File: config.mk
export PLATFORM = sky130hd
export DESIGN_NAME = call_return_rotate_exec
export DESIGN_NICKNAME = d
export VERILOG_FILES = /design/src/common/crr_exec_pkg.sv /design/src/rtl/return_stack_mem.sv /design/src/rtl/rotate_unit.sv /design/src/rtl/call_return_rotate_exec.sv
export VERILOG_INCLUDE_DIRS = /design/src /design/src/common
export SDC_FILE = /design/constraint.sdc
export NUM_CORES = 1
export LEC_CHECK = 0
export ABC_AREA = 1
export BUFFER_PORTS_ARGS = -buffer_cell sky130_fd_sc_hd__buf_2
export CORE_ASPECT_RATIO = 1.4
export CORE_MARGIN = 8
export CORE_UTILIZATION = 66
export CTS_CLUSTER_DIAMETER = 80
export DETAILED_ROUTE_END_ITERATION = 12
export PLACE_DENSITY = 0.87
export RECOVER_POWER = 100
export SYNTH_ARGS = -nofsm -noshare
export SYNTH_HDL_FRONTEND = slang
export SYNTH_SLANG_ARGS = --single-unit
File: constraint.sdc
create_clock -name sys_clk -period 4.91 [get_ports sys_clk]
set_input_delay 0.491 -clock sys_clk [delete_from_list [all_inputs] [get_ports sys_clk]]
set_output_delay 0.491 -clock sys_clk [all_outputs]
set_load 0.02 [all_outputs]
File: src/common/crr_exec_params.svh
// constants for the call, return and rotate execution block
`ifndef CRR_EXEC_PARAMS_SVH
`define CRR_EXEC_PARAMS_SVH
`define PC_WIDTH        21
`define STACK_DEPTH     31
`define STACK_PTR_WIDTH 5
`define FLAG_C          0
`define FLAG_Z          2
`define FLAG_N          4
`define ACCESS_SPLIT    8'h80
`define ACCESS_HIGH     4'hF
`define RESET_PC        21'h000000
`define RESET_WORD      8'h00
`define FILL_VALUE      8'hFF
`define PC_STEP         21'h000002
`endif

File: src/common/crr_exec_pkg.sv
// types for the call, return and rotate execution block
package crr_exec_pkg;
  typedef enum logic [1:0] {
    EXEC_RUN  = 2'b00,
    EXEC_WAIT = 2'b01
  } exec_state_t;
  typedef enum logic [3:0] {
    OP_NONE  = 4'h0,
    OP_PUSH  = 4'h1,
    OP_POP   = 4'h2,
    OP_RELATIVE_CALL = 4'h3,
    OP_RST   = 4'h4,
    OP_IRET  = 4'h5,
    OP_RLIT  = 4'h6,
    OP_RET   = 4'h7,
    OP_RLC   = 4'h8,
    OP_RLN   = 4'h9,
    OP_RRC   = 4'hA,
    OP_RRN   = 4'hB,
    OP_FILL  = 4'hC
  } op_kind_t;
endpackage

File: src/rtl/return_stack_mem.sv
// return address stack memory with registered read data
`timescale 1ns/10ps
`include "crr_exec_params.svh"
module return_stack_mem (
  // clock
  input  wire logic                          sys_clk,
  // write port
  input  wire logic                          wrEn,
  input  wire logic [`STACK_PTR_WIDTH-1:0]   wrAddr,
  input  wire logic [`PC_WIDTH-1:0]          wrData,
  // read port
  input  wire logic [`STACK_PTR_WIDTH-1:0]   rdAddr,
  output logic      [`PC_WIDTH-1:0]          rdData
);
  logic [`PC_WIDTH-1:0] mem [0:`STACK_DEPTH];
  // storage write, no reset so it maps to a ram
  always_ff @(posedge sys_clk) begin
    if (wrEn) begin
      mem[wrAddr] <= wrData;
    end
  end
  // registered read
  always_ff @(posedge sys_clk) begin
    rdData <= mem[rdAddr];
  end
endmodule

File: src/rtl/rotate_unit.sv
// combinational rotate and fill datapath
`timescale 1ns/10ps
`include "crr_exec_params.svh"
module rotate_unit (
  // operation
  input  wire crr_exec_pkg::op_kind_t opKind,
  input  wire logic [7:0]             operand,
  input  wire logic                   carryIn,
  // result
  output logic      [7:0]             result,
  output logic                        carryOut,
  output logic                        writesCarry,
  output logic                        writesNz
);
  // one shift per kind, flags chosen per kind
  always_comb begin
    result      = operand;
    carryOut    = carryIn;
    writesCarry = 1'b0;
    writesNz    = 1'b1;
    case (opKind)
      crr_exec_pkg::OP_RLC: begin
        result      = {operand[6:0], carryIn};
        carryOut    = operand[7];
        writesCarry = 1'b1;
      end
      crr_exec_pkg::OP_RLN: begin
        result = {operand[6:0], operand[7]};
      end
      crr_exec_pkg::OP_RRC: begin
        result      = {carryIn, operand[7:1]};
        carryOut    = operand[0];
        writesCarry = 1'b1;
      end
      crr_exec_pkg::OP_RRN: begin
        result = {operand[0], operand[7:1]};
      end
      crr_exec_pkg::OP_FILL: begin
        result   = `FILL_VALUE;
        writesNz = 1'b0;
      end
      default: begin
        writesNz = 1'b0;
      end
    endcase
  end
endmodule

File: src/rtl/call_return_rotate_exec.sv
// execution of stack, call, return, reset, rotate and fill instructions
`timescale 1ns/10ps
`include "crr_exec_params.svh"
// Summary of operation
// - relative call pushes PC+2 onto the return stack first.
// - relative call jumps to PC+2 plus twice the signed 11-bit offset.
// - relative call takes two cycles, second is a no-op.
// - software reset opcode restores every register except the shadows and the file port to pin reset state.
// - interrupt return pops stack into PC, two cycles.
// - interrupt return sets the high or low global irq enable.
// - with s=1 returns restore accumulator, flags, bank from shadows.
// - with s=0 accumulator, flags and bank pointer stay unchanged.
// - literal return loads accumulator, pops PC, two cycles, latches kept.
// - subroutine return pops PC, s=1 restores shadows, latches kept.
// - rotate left through carry, bit7 to carry, updates C N Z.
// - rotate left plain wraps bit7 to bit0, updates N Z only.
// - rotate right plain wraps bit0 to bit7, updates N Z only.
// - d=0 sends rotate result to accumulator, d=1 to file register.
// - a=0 selects access bank, a=1 uses bank pointer.
module call_return_rotate_exec (
  // clock and reset
  input  wire logic                 sys_clk,
  input  wire logic                 nrst,
  // instruction issue
  input  wire logic                 instrValid,
  input  wire logic [15:0]          instrWord,
  input  wire logic                 irqPriorityHigh,
  // file register read data for the addressed location
  input  wire logic [7:0]           fileRdData,
  // interrupt entry saves shadows
  input  wire logic                 shadowSave,
  // core state out
  output logic [`PC_WIDTH-1:0]      pcOut_q,
  output logic [`PC_WIDTH-1:0]      stackTop_q,
  output logic [`STACK_PTR_WIDTH-1:0] stackPtr_q,
  output logic [7:0]                accumulator_q,
  output logic [7:0]                flags_q,
  output logic [7:0]                bankPointer_q,
  output logic [7:0]                pcHighLatch_q,
  output logic [7:0]                pcUpperLatch_q,
  output logic                      highPriorityIrqEnable_q,
  output logic                      lowPriorityIrqEnable_q,
  // file register access
  output logic [11:0]               fileAddr_q,
  output logic [7:0]                fileWrData_q,
  output logic                      fileWrEn_q,
  // status
  output logic                      busy_q
);
  // --------------------------------------------------------------
  // decode
  // --------------------------------------------------------------
  crr_exec_pkg::op_kind_t     opKind;
  crr_exec_pkg::exec_state_t  state_q;
  logic [7:0]                 shadowAccumulator_q;
  logic [7:0]                 shadowFlags_q;
  logic [7:0]                 shadowBankPointer_q;
  logic                       issue;
  logic                       destFile;
  logic                       bankSel;
  logic                       shadowRestore;
  logic [`PC_WIDTH-1:0]       pcNext;
  logic [`PC_WIDTH-1:0]       callTarget;
  logic [7:0]                 rotResult;
  logic                       rotCarry;
  logic                       rotWritesC;
  logic                       rotWritesNz;
  logic [`STACK_PTR_WIDTH-1:0] popPtr;
  logic [`PC_WIDTH-1:0]       memRd;

  // opcodes taken only when no two-cycle op is pending
  assign issue = instrValid && (state_q == crr_exec_pkg::EXEC_RUN);

  // opcode recognition
  always_comb begin
    opKind = crr_exec_pkg::OP_NONE;
    if (instrWord[15:12] == 4'hD) begin
      opKind = crr_exec_pkg::OP_RELATIVE_CALL;
    end else if (instrWord == 16'h0005) begin
      opKind = crr_exec_pkg::OP_PUSH;
    end else if (instrWord == 16'h0006) begin
      opKind = crr_exec_pkg::OP_POP;
    end else if (instrWord == 16'h00FF) begin
      opKind = crr_exec_pkg::OP_RST;
    end else if (instrWord[15:1] == 15'h0008) begin
      opKind = crr_exec_pkg::OP_IRET;
    end else if (instrWord[15:1] == 15'h0009) begin
      opKind = crr_exec_pkg::OP_RET;
    end else if (instrWord[15:8] == 8'h0C) begin
      opKind = crr_exec_pkg::OP_RLIT;
    end else if (instrWord[15:10] == 6'h0D) begin
      opKind = crr_exec_pkg::OP_RLC;
    end else if (instrWord[15:10] == 6'h0C) begin
      opKind = crr_exec_pkg::OP_RRC;
    end else if (instrWord[15:10] == 6'h11) begin
      opKind = crr_exec_pkg::OP_RLN;
    end else if (instrWord[15:10] == 6'h10) begin
      opKind = crr_exec_pkg::OP_RRN;
    end else if (instrWord[15:9] == 7'h34) begin
      opKind = crr_exec_pkg::OP_FILL;
    end
  end

  assign destFile      = instrWord[9];
  assign bankSel       = instrWord[8];
  assign shadowRestore = instrWord[0];
  assign pcNext        = pcOut_q + `PC_STEP;
  // sign-extend 11-bit word offset, times two
  assign callTarget = pcNext +
    {{(`PC_WIDTH-12){instrWord[10]}}, instrWord[10:0], 1'b0};
  assign popPtr = stackPtr_q - 5'h01;

  // --------------------------------------------------------------
  // datapath instances
  // --------------------------------------------------------------
  rotate_unit u_rot (
    .opKind      (opKind),
    .operand     (fileRdData),
    .carryIn     (flags_q[`FLAG_C]),
    .result      (rotResult),
    .carryOut    (rotCarry),
    .writesCarry (rotWritesC),
    .writesNz    (rotWritesNz)
  );

  // the memory read runs one cycle behind; stackTop_q is the live copy
  return_stack_mem u_stack (
    .sys_clk (sys_clk),
    .wrEn    (issue && (opKind == crr_exec_pkg::OP_PUSH ||
                        opKind == crr_exec_pkg::OP_RELATIVE_CALL)),
    .wrAddr  (stackPtr_q),
    .wrData  (stackTop_q),
    .rdAddr  (popPtr), // entry just below the live top
    .rdData  (memRd)
  );

  // --------------------------------------------------------------
  // sequencing
  // --------------------------------------------------------------
  // two-cycle ops park in the wait state for the refetch slot
  always_ff @(posedge sys_clk) begin
    if (!nrst) begin
      state_q <= crr_exec_pkg::EXEC_RUN;
      busy_q  <= 1'b0;
    end else if (issue && (opKind == crr_exec_pkg::OP_RELATIVE_CALL ||
                           opKind == crr_exec_pkg::OP_IRET ||
                           opKind == crr_exec_pkg::OP_RLIT ||
                           opKind == crr_exec_pkg::OP_RET)) begin
      state_q <= crr_exec_pkg::EXEC_WAIT;
      busy_q  <= 1'b1;
    end else begin
      state_q <= crr_exec_pkg::EXEC_RUN;
      busy_q  <= 1'b0;
    end
  end

  // program counter and return stack
  always_ff @(posedge sys_clk) begin
    if (!nrst || (issue && opKind == crr_exec_pkg::OP_RST)) begin
      pcOut_q    <= `RESET_PC;
      stackTop_q <= `RESET_PC;
      stackPtr_q <= 5'h00;
    end else if (issue) begin
      case (opKind)
        crr_exec_pkg::OP_RELATIVE_CALL: begin
          stackTop_q <= pcNext;
          stackPtr_q <= stackPtr_q + 5'h01;
          pcOut_q    <= callTarget;
        end
        crr_exec_pkg::OP_PUSH: begin
          stackTop_q <= pcNext;
          stackPtr_q <= stackPtr_q + 5'h01;
          pcOut_q    <= pcNext;
        end
        crr_exec_pkg::OP_POP, crr_exec_pkg::OP_IRET,
        crr_exec_pkg::OP_RLIT, crr_exec_pkg::OP_RET: begin
          // stack empty reads back zero, as a fresh reset would
          stackTop_q <= (stackPtr_q > 5'h01) ? memRd : `RESET_PC;
          stackPtr_q <= popPtr;
          pcOut_q    <= (opKind == crr_exec_pkg::OP_POP) ? pcNext
                                                         : stackTop_q;
        end
        default: begin
          pcOut_q <= pcNext;
        end
      endcase
    end
  end

  // accumulator, flags and bank pointer
  always_ff @(posedge sys_clk) begin
    if (!nrst || (issue && opKind == crr_exec_pkg::OP_RST)) begin
      accumulator_q <= `RESET_WORD;
      flags_q       <= `RESET_WORD;
      bankPointer_q <= `RESET_WORD;
    end else if (issue) begin
      case (opKind)
        crr_exec_pkg::OP_IRET, crr_exec_pkg::OP_RET: begin
          if (shadowRestore) begin
            accumulator_q <= shadowAccumulator_q;
            flags_q       <= shadowFlags_q;
            bankPointer_q <= shadowBankPointer_q;
          end
        end
        crr_exec_pkg::OP_RLIT: begin
          accumulator_q <= instrWord[7:0];
        end
        crr_exec_pkg::OP_RLC, crr_exec_pkg::OP_RRC,
        crr_exec_pkg::OP_RLN, crr_exec_pkg::OP_RRN: begin
          if (!destFile) begin
            accumulator_q <= rotResult;
          end
          if (rotWritesC) begin
            flags_q[`FLAG_C] <= rotCarry;
          end
          flags_q[`FLAG_Z] <= (rotResult == 8'h00);
          flags_q[`FLAG_N] <= rotResult[7];
        end
        default: begin
        end
      endcase
    end
  end

  // shadow capture on interrupt entry
  always_ff @(posedge sys_clk) begin
    if (!nrst) begin
      shadowAccumulator_q <= `RESET_WORD;
      shadowFlags_q       <= `RESET_WORD;
      shadowBankPointer_q <= `RESET_WORD;
    end else if (shadowSave) begin
      shadowAccumulator_q <= accumulator_q;
      shadowFlags_q       <= flags_q;
      shadowBankPointer_q <= bankPointer_q;
    end
  end

  // upper pc latches only move on reset; returns leave them alone
  always_ff @(posedge sys_clk) begin
    if (!nrst || (issue && opKind == crr_exec_pkg::OP_RST)) begin
      pcHighLatch_q  <= `RESET_WORD;
      pcUpperLatch_q <= `RESET_WORD;
    end
  end

  // global interrupt enables
  always_ff @(posedge sys_clk) begin
    if (!nrst || (issue && opKind == crr_exec_pkg::OP_RST)) begin
      highPriorityIrqEnable_q <= 1'b0;
      lowPriorityIrqEnable_q  <= 1'b0;
    end else if (issue && opKind == crr_exec_pkg::OP_IRET) begin
      if (irqPriorityHigh) begin
        highPriorityIrqEnable_q <= 1'b1;
      end else begin
        lowPriorityIrqEnable_q <= 1'b1;
      end
    end
  end

  // file register address and write port
  always_ff @(posedge sys_clk) begin
    if (!nrst) begin
      fileAddr_q   <= 12'h000;
      fileWrData_q <= `RESET_WORD;
      fileWrEn_q   <= 1'b0;
    end else begin
      // access bank: low half in bank 0, high half in top bank
      if (!bankSel) begin
        fileAddr_q <= {(instrWord[7:0] >= `ACCESS_SPLIT) ? `ACCESS_HIGH
                        : 4'h0, instrWord[7:0]};
      end else begin
        fileAddr_q <= {bankPointer_q[3:0], instrWord[7:0]};
      end
      fileWrData_q <= rotResult;
      fileWrEn_q   <= issue && (opKind == crr_exec_pkg::OP_FILL ||
                      (rotWritesNz && destFile));
    end
  end

  // --------------------------------------------------------------
  // checks
  // --------------------------------------------------------------
  property p_call_target;
    @(posedge sys_clk) disable iff (!nrst)
    issue && opKind == crr_exec_pkg::OP_RELATIVE_CALL |=>
      pcOut_q == $past(callTarget) && stackTop_q == $past(pcNext);
  endproperty
  a_call_target: assert property (p_call_target)
    else $error("call target or pushed address wrong");
  property p_call_two;
    @(posedge sys_clk) disable iff (!nrst)
    issue && opKind == crr_exec_pkg::OP_RELATIVE_CALL |=> busy_q ##1 !busy_q;
  endproperty
  a_call_two: assert property (p_call_two)
    else $error("relative call not two cycles");
  property p_iret_pc;
    @(posedge sys_clk) disable iff (!nrst)
    issue && opKind == crr_exec_pkg::OP_IRET |=>
      pcOut_q == $past(stackTop_q) &&
      stackPtr_q == $past(stackPtr_q) - 5'h01;
  endproperty
  a_iret_pc: assert property (p_iret_pc)
    else $error("interrupt return did not pop");
  property p_iret_gie;
    @(posedge sys_clk) disable iff (!nrst)
    issue && opKind == crr_exec_pkg::OP_IRET |=>
      highPriorityIrqEnable_q || lowPriorityIrqEnable_q;
  endproperty
  a_iret_gie: assert property (p_iret_gie)
    else $error("interrupt enable not set");
  property p_noshadow;
    @(posedge sys_clk) disable iff (!nrst)
    issue && opKind == crr_exec_pkg::OP_RET && !shadowRestore |=>
      $stable(accumulator_q) && $stable(bankPointer_q);
  endproperty
  a_noshadow: assert property (p_noshadow)
    else $error("registers changed without restore");
  property p_shadow;
    @(posedge sys_clk) disable iff (!nrst)
    issue && opKind == crr_exec_pkg::OP_IRET && shadowRestore |=>
      accumulator_q == $past(shadowAccumulator_q);
  endproperty
  a_shadow: assert property (p_shadow)
    else $error("shadow restore missing");
  property p_rlit;
    @(posedge sys_clk) disable iff (!nrst)
    issue && opKind == crr_exec_pkg::OP_RLIT |=>
      accumulator_q == $past(instrWord[7:0]) && $stable(pcHighLatch_q);
  endproperty
  a_rlit: assert property (p_rlit)
    else $error("literal return wrong");
  property p_reset;
    @(posedge sys_clk) disable iff (!nrst)
    issue && opKind == crr_exec_pkg::OP_RST |=>
      pcOut_q == `RESET_PC && stackPtr_q == 5'h00 && flags_q == 8'h00;
  endproperty
  a_reset: assert property (p_reset)
    else $error("software reset incomplete");
  property p_fill;
    @(posedge sys_clk) disable iff (!nrst)
    issue && opKind == crr_exec_pkg::OP_FILL |=>
      fileWrEn_q && fileWrData_q == 8'hFF && $stable(flags_q);
  endproperty
  a_fill: assert property (p_fill)
    else $error("fill wrong");
  property p_push;
    @(posedge sys_clk) disable iff (!nrst)
    issue && opKind == crr_exec_pkg::OP_PUSH |=>
      stackPtr_q == $past(stackPtr_q) + 5'h01 && !busy_q;
  endproperty
  a_push: assert property (p_push)
    else $error("push wrong");
  c_call: cover property (@(posedge sys_clk)
    issue && opKind == crr_exec_pkg::OP_RELATIVE_CALL);
  c_iret: cover property (@(posedge sys_clk)
    issue && opKind == crr_exec_pkg::OP_IRET && shadowRestore);
  c_rot: cover property (@(posedge sys_clk)
    issue && opKind == crr_exec_pkg::OP_RLC && !destFile);
endmodule

-- Word level (Yosys, flattened, before mapping)
Memory sizes are Yosys's and may differ from the RTL's. A register that Yosys moved wholly into a read port is not among the register bits.
Index checks and enable logic that the tools add are counted.
- flip-flop bits (word level): 121
- logic and storage cells: 120
- memories: 1
- memory bits (writable): 672
- bits of input ports: 29
- output and inout bits: 111
- reduce and logical (&&, ||, !) cells: 31
- magnitude comparators: 2
- bitwise gates (word level): 1
- $add $sub $neg: 4
- equality and inequality tests: 28
- muxes and demuxes: 35
- memories (name ; words ; bits a word ; rd ports ; clocked after Yosys merged registers in ; wr ports ; RTL line ; RTL):
    u_stack.mem ; 32 ; 21 ; 1 ; 1 ; 1 ; return_stack_mem.sv:15 ; logic [`PC_WIDTH-1:0] mem [0:`STACK_DEPTH];
- operators with widths (kind ; number):
    $pmux W21 S2 ; 2
    $mux W4 ; 13
    $mux W21 ; 2
    $pmux W8 S5 ; 1
    $eq A16 B3 Y1 const B ; 2
    $eq A15 B4 Y1 const B ; 2
    $eq A4 B4 Y1 const B ; 6
    $pmux W8 S3 ; 1
    $add A21 B2 Y21 const B ; 1
    $add A21 B21 Y21 ; 1
    $eq A16 B8 Y1 const B ; 1
    $eq A4 B3 Y1 const B ; 4
    $mux W8 ; 2
    $eq A6 B4 Y1 const B ; 2
    $eq A6 B5 Y1 const B ; 2
    $mux W12 ; 1
    $pmux W5 S2 ; 1
    $eq A4 B2 Y1 const B ; 2
    $eq A8 B4 Y1 const B ; 1
    $ge A8 B8 Y1 const B ; 1
    $logic_not A8 Y1 ; 1
    $pmux W1 S2 ; 4
    $reduce_or A4 Y1 ; 2
    $eq A7 B6 Y1 const B ; 1
    21 further kinds ; 45

-- Longest topological paths before layout
- depth after elaboration: 19
- depth in mapped cells: 21

-- Modules after synthesis
A second synthesis with hierarchy kept.
- cell total of the unflattened synthesis: 3587
- area total of the unflattened synthesis: 35396.4 sq um
- by module, submodules not included (module ; times used ; seq. area each (sq um) ; area each (sq um) ; cells each):
    return_stack_mem ; 1 ; 20599.8 ; 27567.7 ; 2338
    call_return_rotate_exec ; 1 ; 2382.3 ; 7452.1 ; 1174
    rotate_unit ; 1 ; 0.0 ; 376.6 ; 75

-- Worst setup path after synthesis
OpenSTA, ideal clock, no wires.
- path type: flip-flop to flip-flop
- from: reg stackPtr_q[0]
- to: mem u_stack.mem[10][0] (netlist bit), enable pin
- arrival time: 2.550 ns
- path buffers: 4
- clock period less this slack: 2.949 ns
- required time: 4.511 ns
- path slack: 1.961 ns
- cell stages (with the launch flop): 9
- cells stage by stage: dfxtp_1 buf_2 buf_4 inv_1 buf_2 buf_1 ha_1 nand2_1 nor2_1
- RTL lines (item ; RTL line ; RTL):
    start: declaration ; call_return_rotate_exec.sv:35 ; output logic [`STACK_PTR_WIDTH-1:0] stackPtr_q,
    start signal: assignment ; call_return_rotate_exec.sv:167 ; stackPtr_q <= stackPtr_q + 5'h01;
    start signal: assignment ; call_return_rotate_exec.sv:172 ; stackPtr_q <= stackPtr_q + 5'h01;
    start signal: assignment ; call_return_rotate_exec.sv:179 ; stackPtr_q <= popPtr;
    end: declaration ; return_stack_mem.sv:15 ;
Straight into the memory's write port.

-- Final worst setup path
- from: reg stackPtr_q[0]
- to: reg u_stack.rdData[19] (read register of u_stack.mem)
- longest elaborated chain between the ends: 1
- RTL lines (item ; RTL line ; RTL):
    $sub A5 B1 Y5 ; call_return_rotate_exec.sv:111 ; assign popPtr = stackPtr_q - 5'h01;
    end: declaration ; return_stack_mem.sv:13 ; output logic [`PC_WIDTH-1:0] rdData
Every way passes these cells.
A chain may end at the register's enable or synchronous reset.

==> results.tsv <==
stage	metric	value	unit
clock_tree	ctsResizeCount	0	
final_layout	fillers	3465	
logic_synthesis	yosys.area_share.adder	0.960	%
sta	relSlewSlack	-46.5	%
critical_path	path_max_fanout	118	
global_route	track_usage	33.6	%
critical_path	crit_arrival	4.77	ns
logic_synthesis	synth-edff-count	672	
floorplan	ioPinCount	140	
clock_tree	cts-root-buf	clkbuf_16	
logic_synthesis	yosys_warnings	0	
logic_synthesis	yosysSeqAreaShare	66.3	%
final_layout	n_antenna_cell	0	
logic_synthesis	syn-cell-area	0.0347	mm^2
logic_synthesis	synth_area_per_cell	11.3	um^2
global_route	grt_pass1_vias	25300	
logic_synthesis	yosys.area_share.simple	13.6	%
logic_synthesis	synth_compound_area_share	10.9	%
floorplan	die_y	287	um
logic_synthesis	synth_xor_area_share	0.502	%
final_layout	seq_area	0.0230	mm^2
sta	period_minus_slack	4.27	ns
drt	drtAntennaViolNets	0	
critical_path	cp.required	5.40	ns
hold_path	holdCritPathClass	input pin to register	
sta	tightest_slew	2.20	ns
clock_tree	clk_path_buf_depth	3	
pwr	ir_drop	308	uV
global_route	grt_pass1_wl	153000	um
status	violations	max-capacitance violations, max-slew violations	
clock_tree	cts_tree	yes	
logic_synthesis	yosysMostFrequentCell	edfxtp_1	
drt	detail_route.iter0.violations	3488	
critical_path	cp-end-kind	register	
clock_tree	holdBufCountCts	0	
drt	vias	25900	
sta	finalCritPeriodShare	87.1	%
drt	vias_per_cell	6.69	
hold_path	min_from	irqPriorityHigh	
pwr	power_density	375	mW/mm^2
logic_synthesis	synth_cells	3072	
sta	drv_slew	804	
drt	wl	103000	um
logic_synthesis	synth_top_area_cell	edfxtp_1	
drt	wl_per_cell	26.7	um
clock_tree	cts.sinks	812	
status	status	finished, violations left	
pwr	p_leak	13.0	nW
floorplan	dieArea	0.0602	mm^2
floorplan	core_region_area	0.0520	mm^2
drt	dr.pass1.iters	6	
sta	fin_tns_setup	0	ns
logic_synthesis	ys_types	45	
final_layout	syn_to_final_growth	9.67	%
clock_tree	cts_setup_buffers	0	
critical_path	startpoint_type	register	
logic_synthesis	ys_top_cells_by_area	edfxtp_1 (58%), dfxtp_1 (8.1%), nor2_1 (5.5%), nand2_1 (4.7%), o21ai_0 (3.9%)	
placed_design	io_buffers	123	
floorplan	std_cell_rows	99	
sta	rsz0062_at_grt	no	
final_layout	multi_input_area	0.0104	mm^2
floorplan	initial_core_util	66.6	%
critical_path	setup.worst_path.start	stackPtr_q[0]$_SDFFE_PP0P_	
critical_path	path_class	register to register	
critical_path	cp-endpoint	u_stack.rdData[19]$_DFF_P_	
global_route	grt_antenna_before_repair	1	
job	drv_cap	28	
sta	hold_viol	0	
clock_tree	cts-buffers-inserted	74	
clock_tree	path_clk_slew	0.07	ns
critical_path	ff2ff_path_depth	10	
final_layout	nets	3208	
pwr	finalPower	0.0143	W
logic_synthesis	synth_top_cell_area_share	58.2	%
logic_synthesis	ys_seq_elements	812	
sta	clock_skew	0.0233	ns
logic_synthesis	async_flop_share	0	%
sta	fmax	234	MHz
clock_tree	htreeDepth	3	
final_layout	drive_above_1_share	6.04	%
clock_tree	clk_latency	0.63	ns
drt	drc	0	
global_route	grt_max_degree	202	
critical_path	worst_r2r_endpoint	u_stack.rdData[19]$_DFF_P_	
logic_synthesis	synthFlopType	edfxtp_1	
placed_design	place.gp.congestion	0.996	
critical_path	r2r-start	stackPtr_q[0]$_SDFFE_PP0P_	
floorplan	die_w	210	um
critical_path	regToRegSetupSlack	0.64	ns
logic_synthesis	synth_top_family_by_area	simple AND/OR/NAND/NOR gates	
logic_synthesis	synthMuxAreaShare	3.67	%
logic_synthesis	synthTopCellsByCount	edfxtp_1 (672), nor2_1 (507), nand2_1 (430)	
global_route	overflow	0	
sta	setup_viol	0	
placed_design	dp_hpwl	65000	um
[worst min path at each step]
stage                                           end  slack [ns]  cells past startpoint
3_3_place_gp   highPriorityIrqEnable_q$_SDFFE_PP0P_        0.45                      2
2_1_floorplan               flags_q[6]$_SDFFE_PP0P_        0.46                      2
4_1_cts        highPriorityIrqEnable_q$_SDFFE_PP0P_        0.11                      3
6_report       highPriorityIrqEnable_q$_SDFFE_PP0P_        0.13                      3
3_5_place_dp                flags_q[7]$_SDFFE_PP0P_        0.48                      2
5_1_grt        highPriorityIrqEnable_q$_SDFFE_PP0P_        0.16                      3
[registers in the layout, indices dropped and copies added, names as in the netlist]
signal and cells:
accumulator_q 8, bankPointer_q 8, busy_q 1, fileAddr_q 12, fileWrData_q 8, fileWrEn_q 1
flags_q 8, highPriorityIrqEnable_q 1, lowPriorityIrqEnable_q 1, pcOut_q 21, shadowAccumulator_q 8, shadowBankPointer_q 8
shadowFlags_q 8, stackPtr_q 5, stackTop_q 21, u_stack.mem 672, u_stack.rdData 21
[worst max-delay path, stage by stage (launching register included)]
cell and delay (ns):
dfxtp_4 0.80, inv_6 0.45, ha_1 0.47, xnor2_4 0.16, inv_2 0.83, clkbuf_2 0.54, o221ai_1 0.37, nand3_1 0.15
nand2_1 0.13, nand2_1 0.09, nand2_1 0.10
[stage by stage]
stage	hold WS (ns)	util [%]	area [um^2]	std cells	setup WS (ns)
after floorplan	0.460	-	34700	3087	1.96
after global placement	0.451	69.1	35900	3733	1.21
after detailed placement	0.475	69.1	35900	3733	1.07
after CTS	0.114	73.8	38400	3869	1.10
after global routing	0.155	73.1	38000	3869	0.414
final	0.134	73.1	38000	3869	0.635
[cell families after synthesis]
logic type	count (synthesis)
adder cells (fa/ha/maj)	26
multiplexers	127
other	1
AO/OA/AOI/OAI	602
AND/OR/NAND/NOR	1155
buffers and inverters	330
flip-flops	812
XOR/XNOR	19
[layout make-up]
| type | instances | share of cell area, % |
|---|---|---|
| well taps | 656 | 2.16 |
| multi-input cells | 1945 | 27.3 |
| flip-flops and latches | 812 | 60.5 |
| clock buffers | 94 | 5.26 |
| repair buffers | 187 | 2.25 |
| inverters | 133 | 1.33 |
| clock inverters | 42 | 1.20 |
[placed cells by master (no fill, tap or decap), types with 75 or more instances in the layout]
| master | instances |
|---|---|
| clkbuf_16 | 75 |
| o221ai_1 | 127 |
| nand2_1 | 433 |
| mux2i_1 | 127 |
| nor2_1 | 498 |
| a21oi_1 | 86 |
| clkbuf_1 | 152 |
| inv_1 | 130 |
| edfxtp_1 | 672 |
| nand3_1 | 167 |
| dfxtp_1 | 139 |
| o21ai_0 | 274 |
[where the power goes]
part	internal, W	switching (W)
combinational	0.000229	0.000636
sequential	0.00746	0.0000895
clock	0.00329	0.00256
[per-layer routing]
metal / part of all wire (%) / vias to the layer above / wire, um / track usage [%]
met1: 33 / 12300 / 33700 / 38.1
met4: 7.5 / 2 / 7760 / 22.1
met2: 49 / 2001 / 51000 / 57.6
met5: 0.0078 / - / 8 / 0
met3: 10 / 432 / 10700 / 6.45
li1: - / 11200 / - / -
Power figures use the tool's default switching activity.
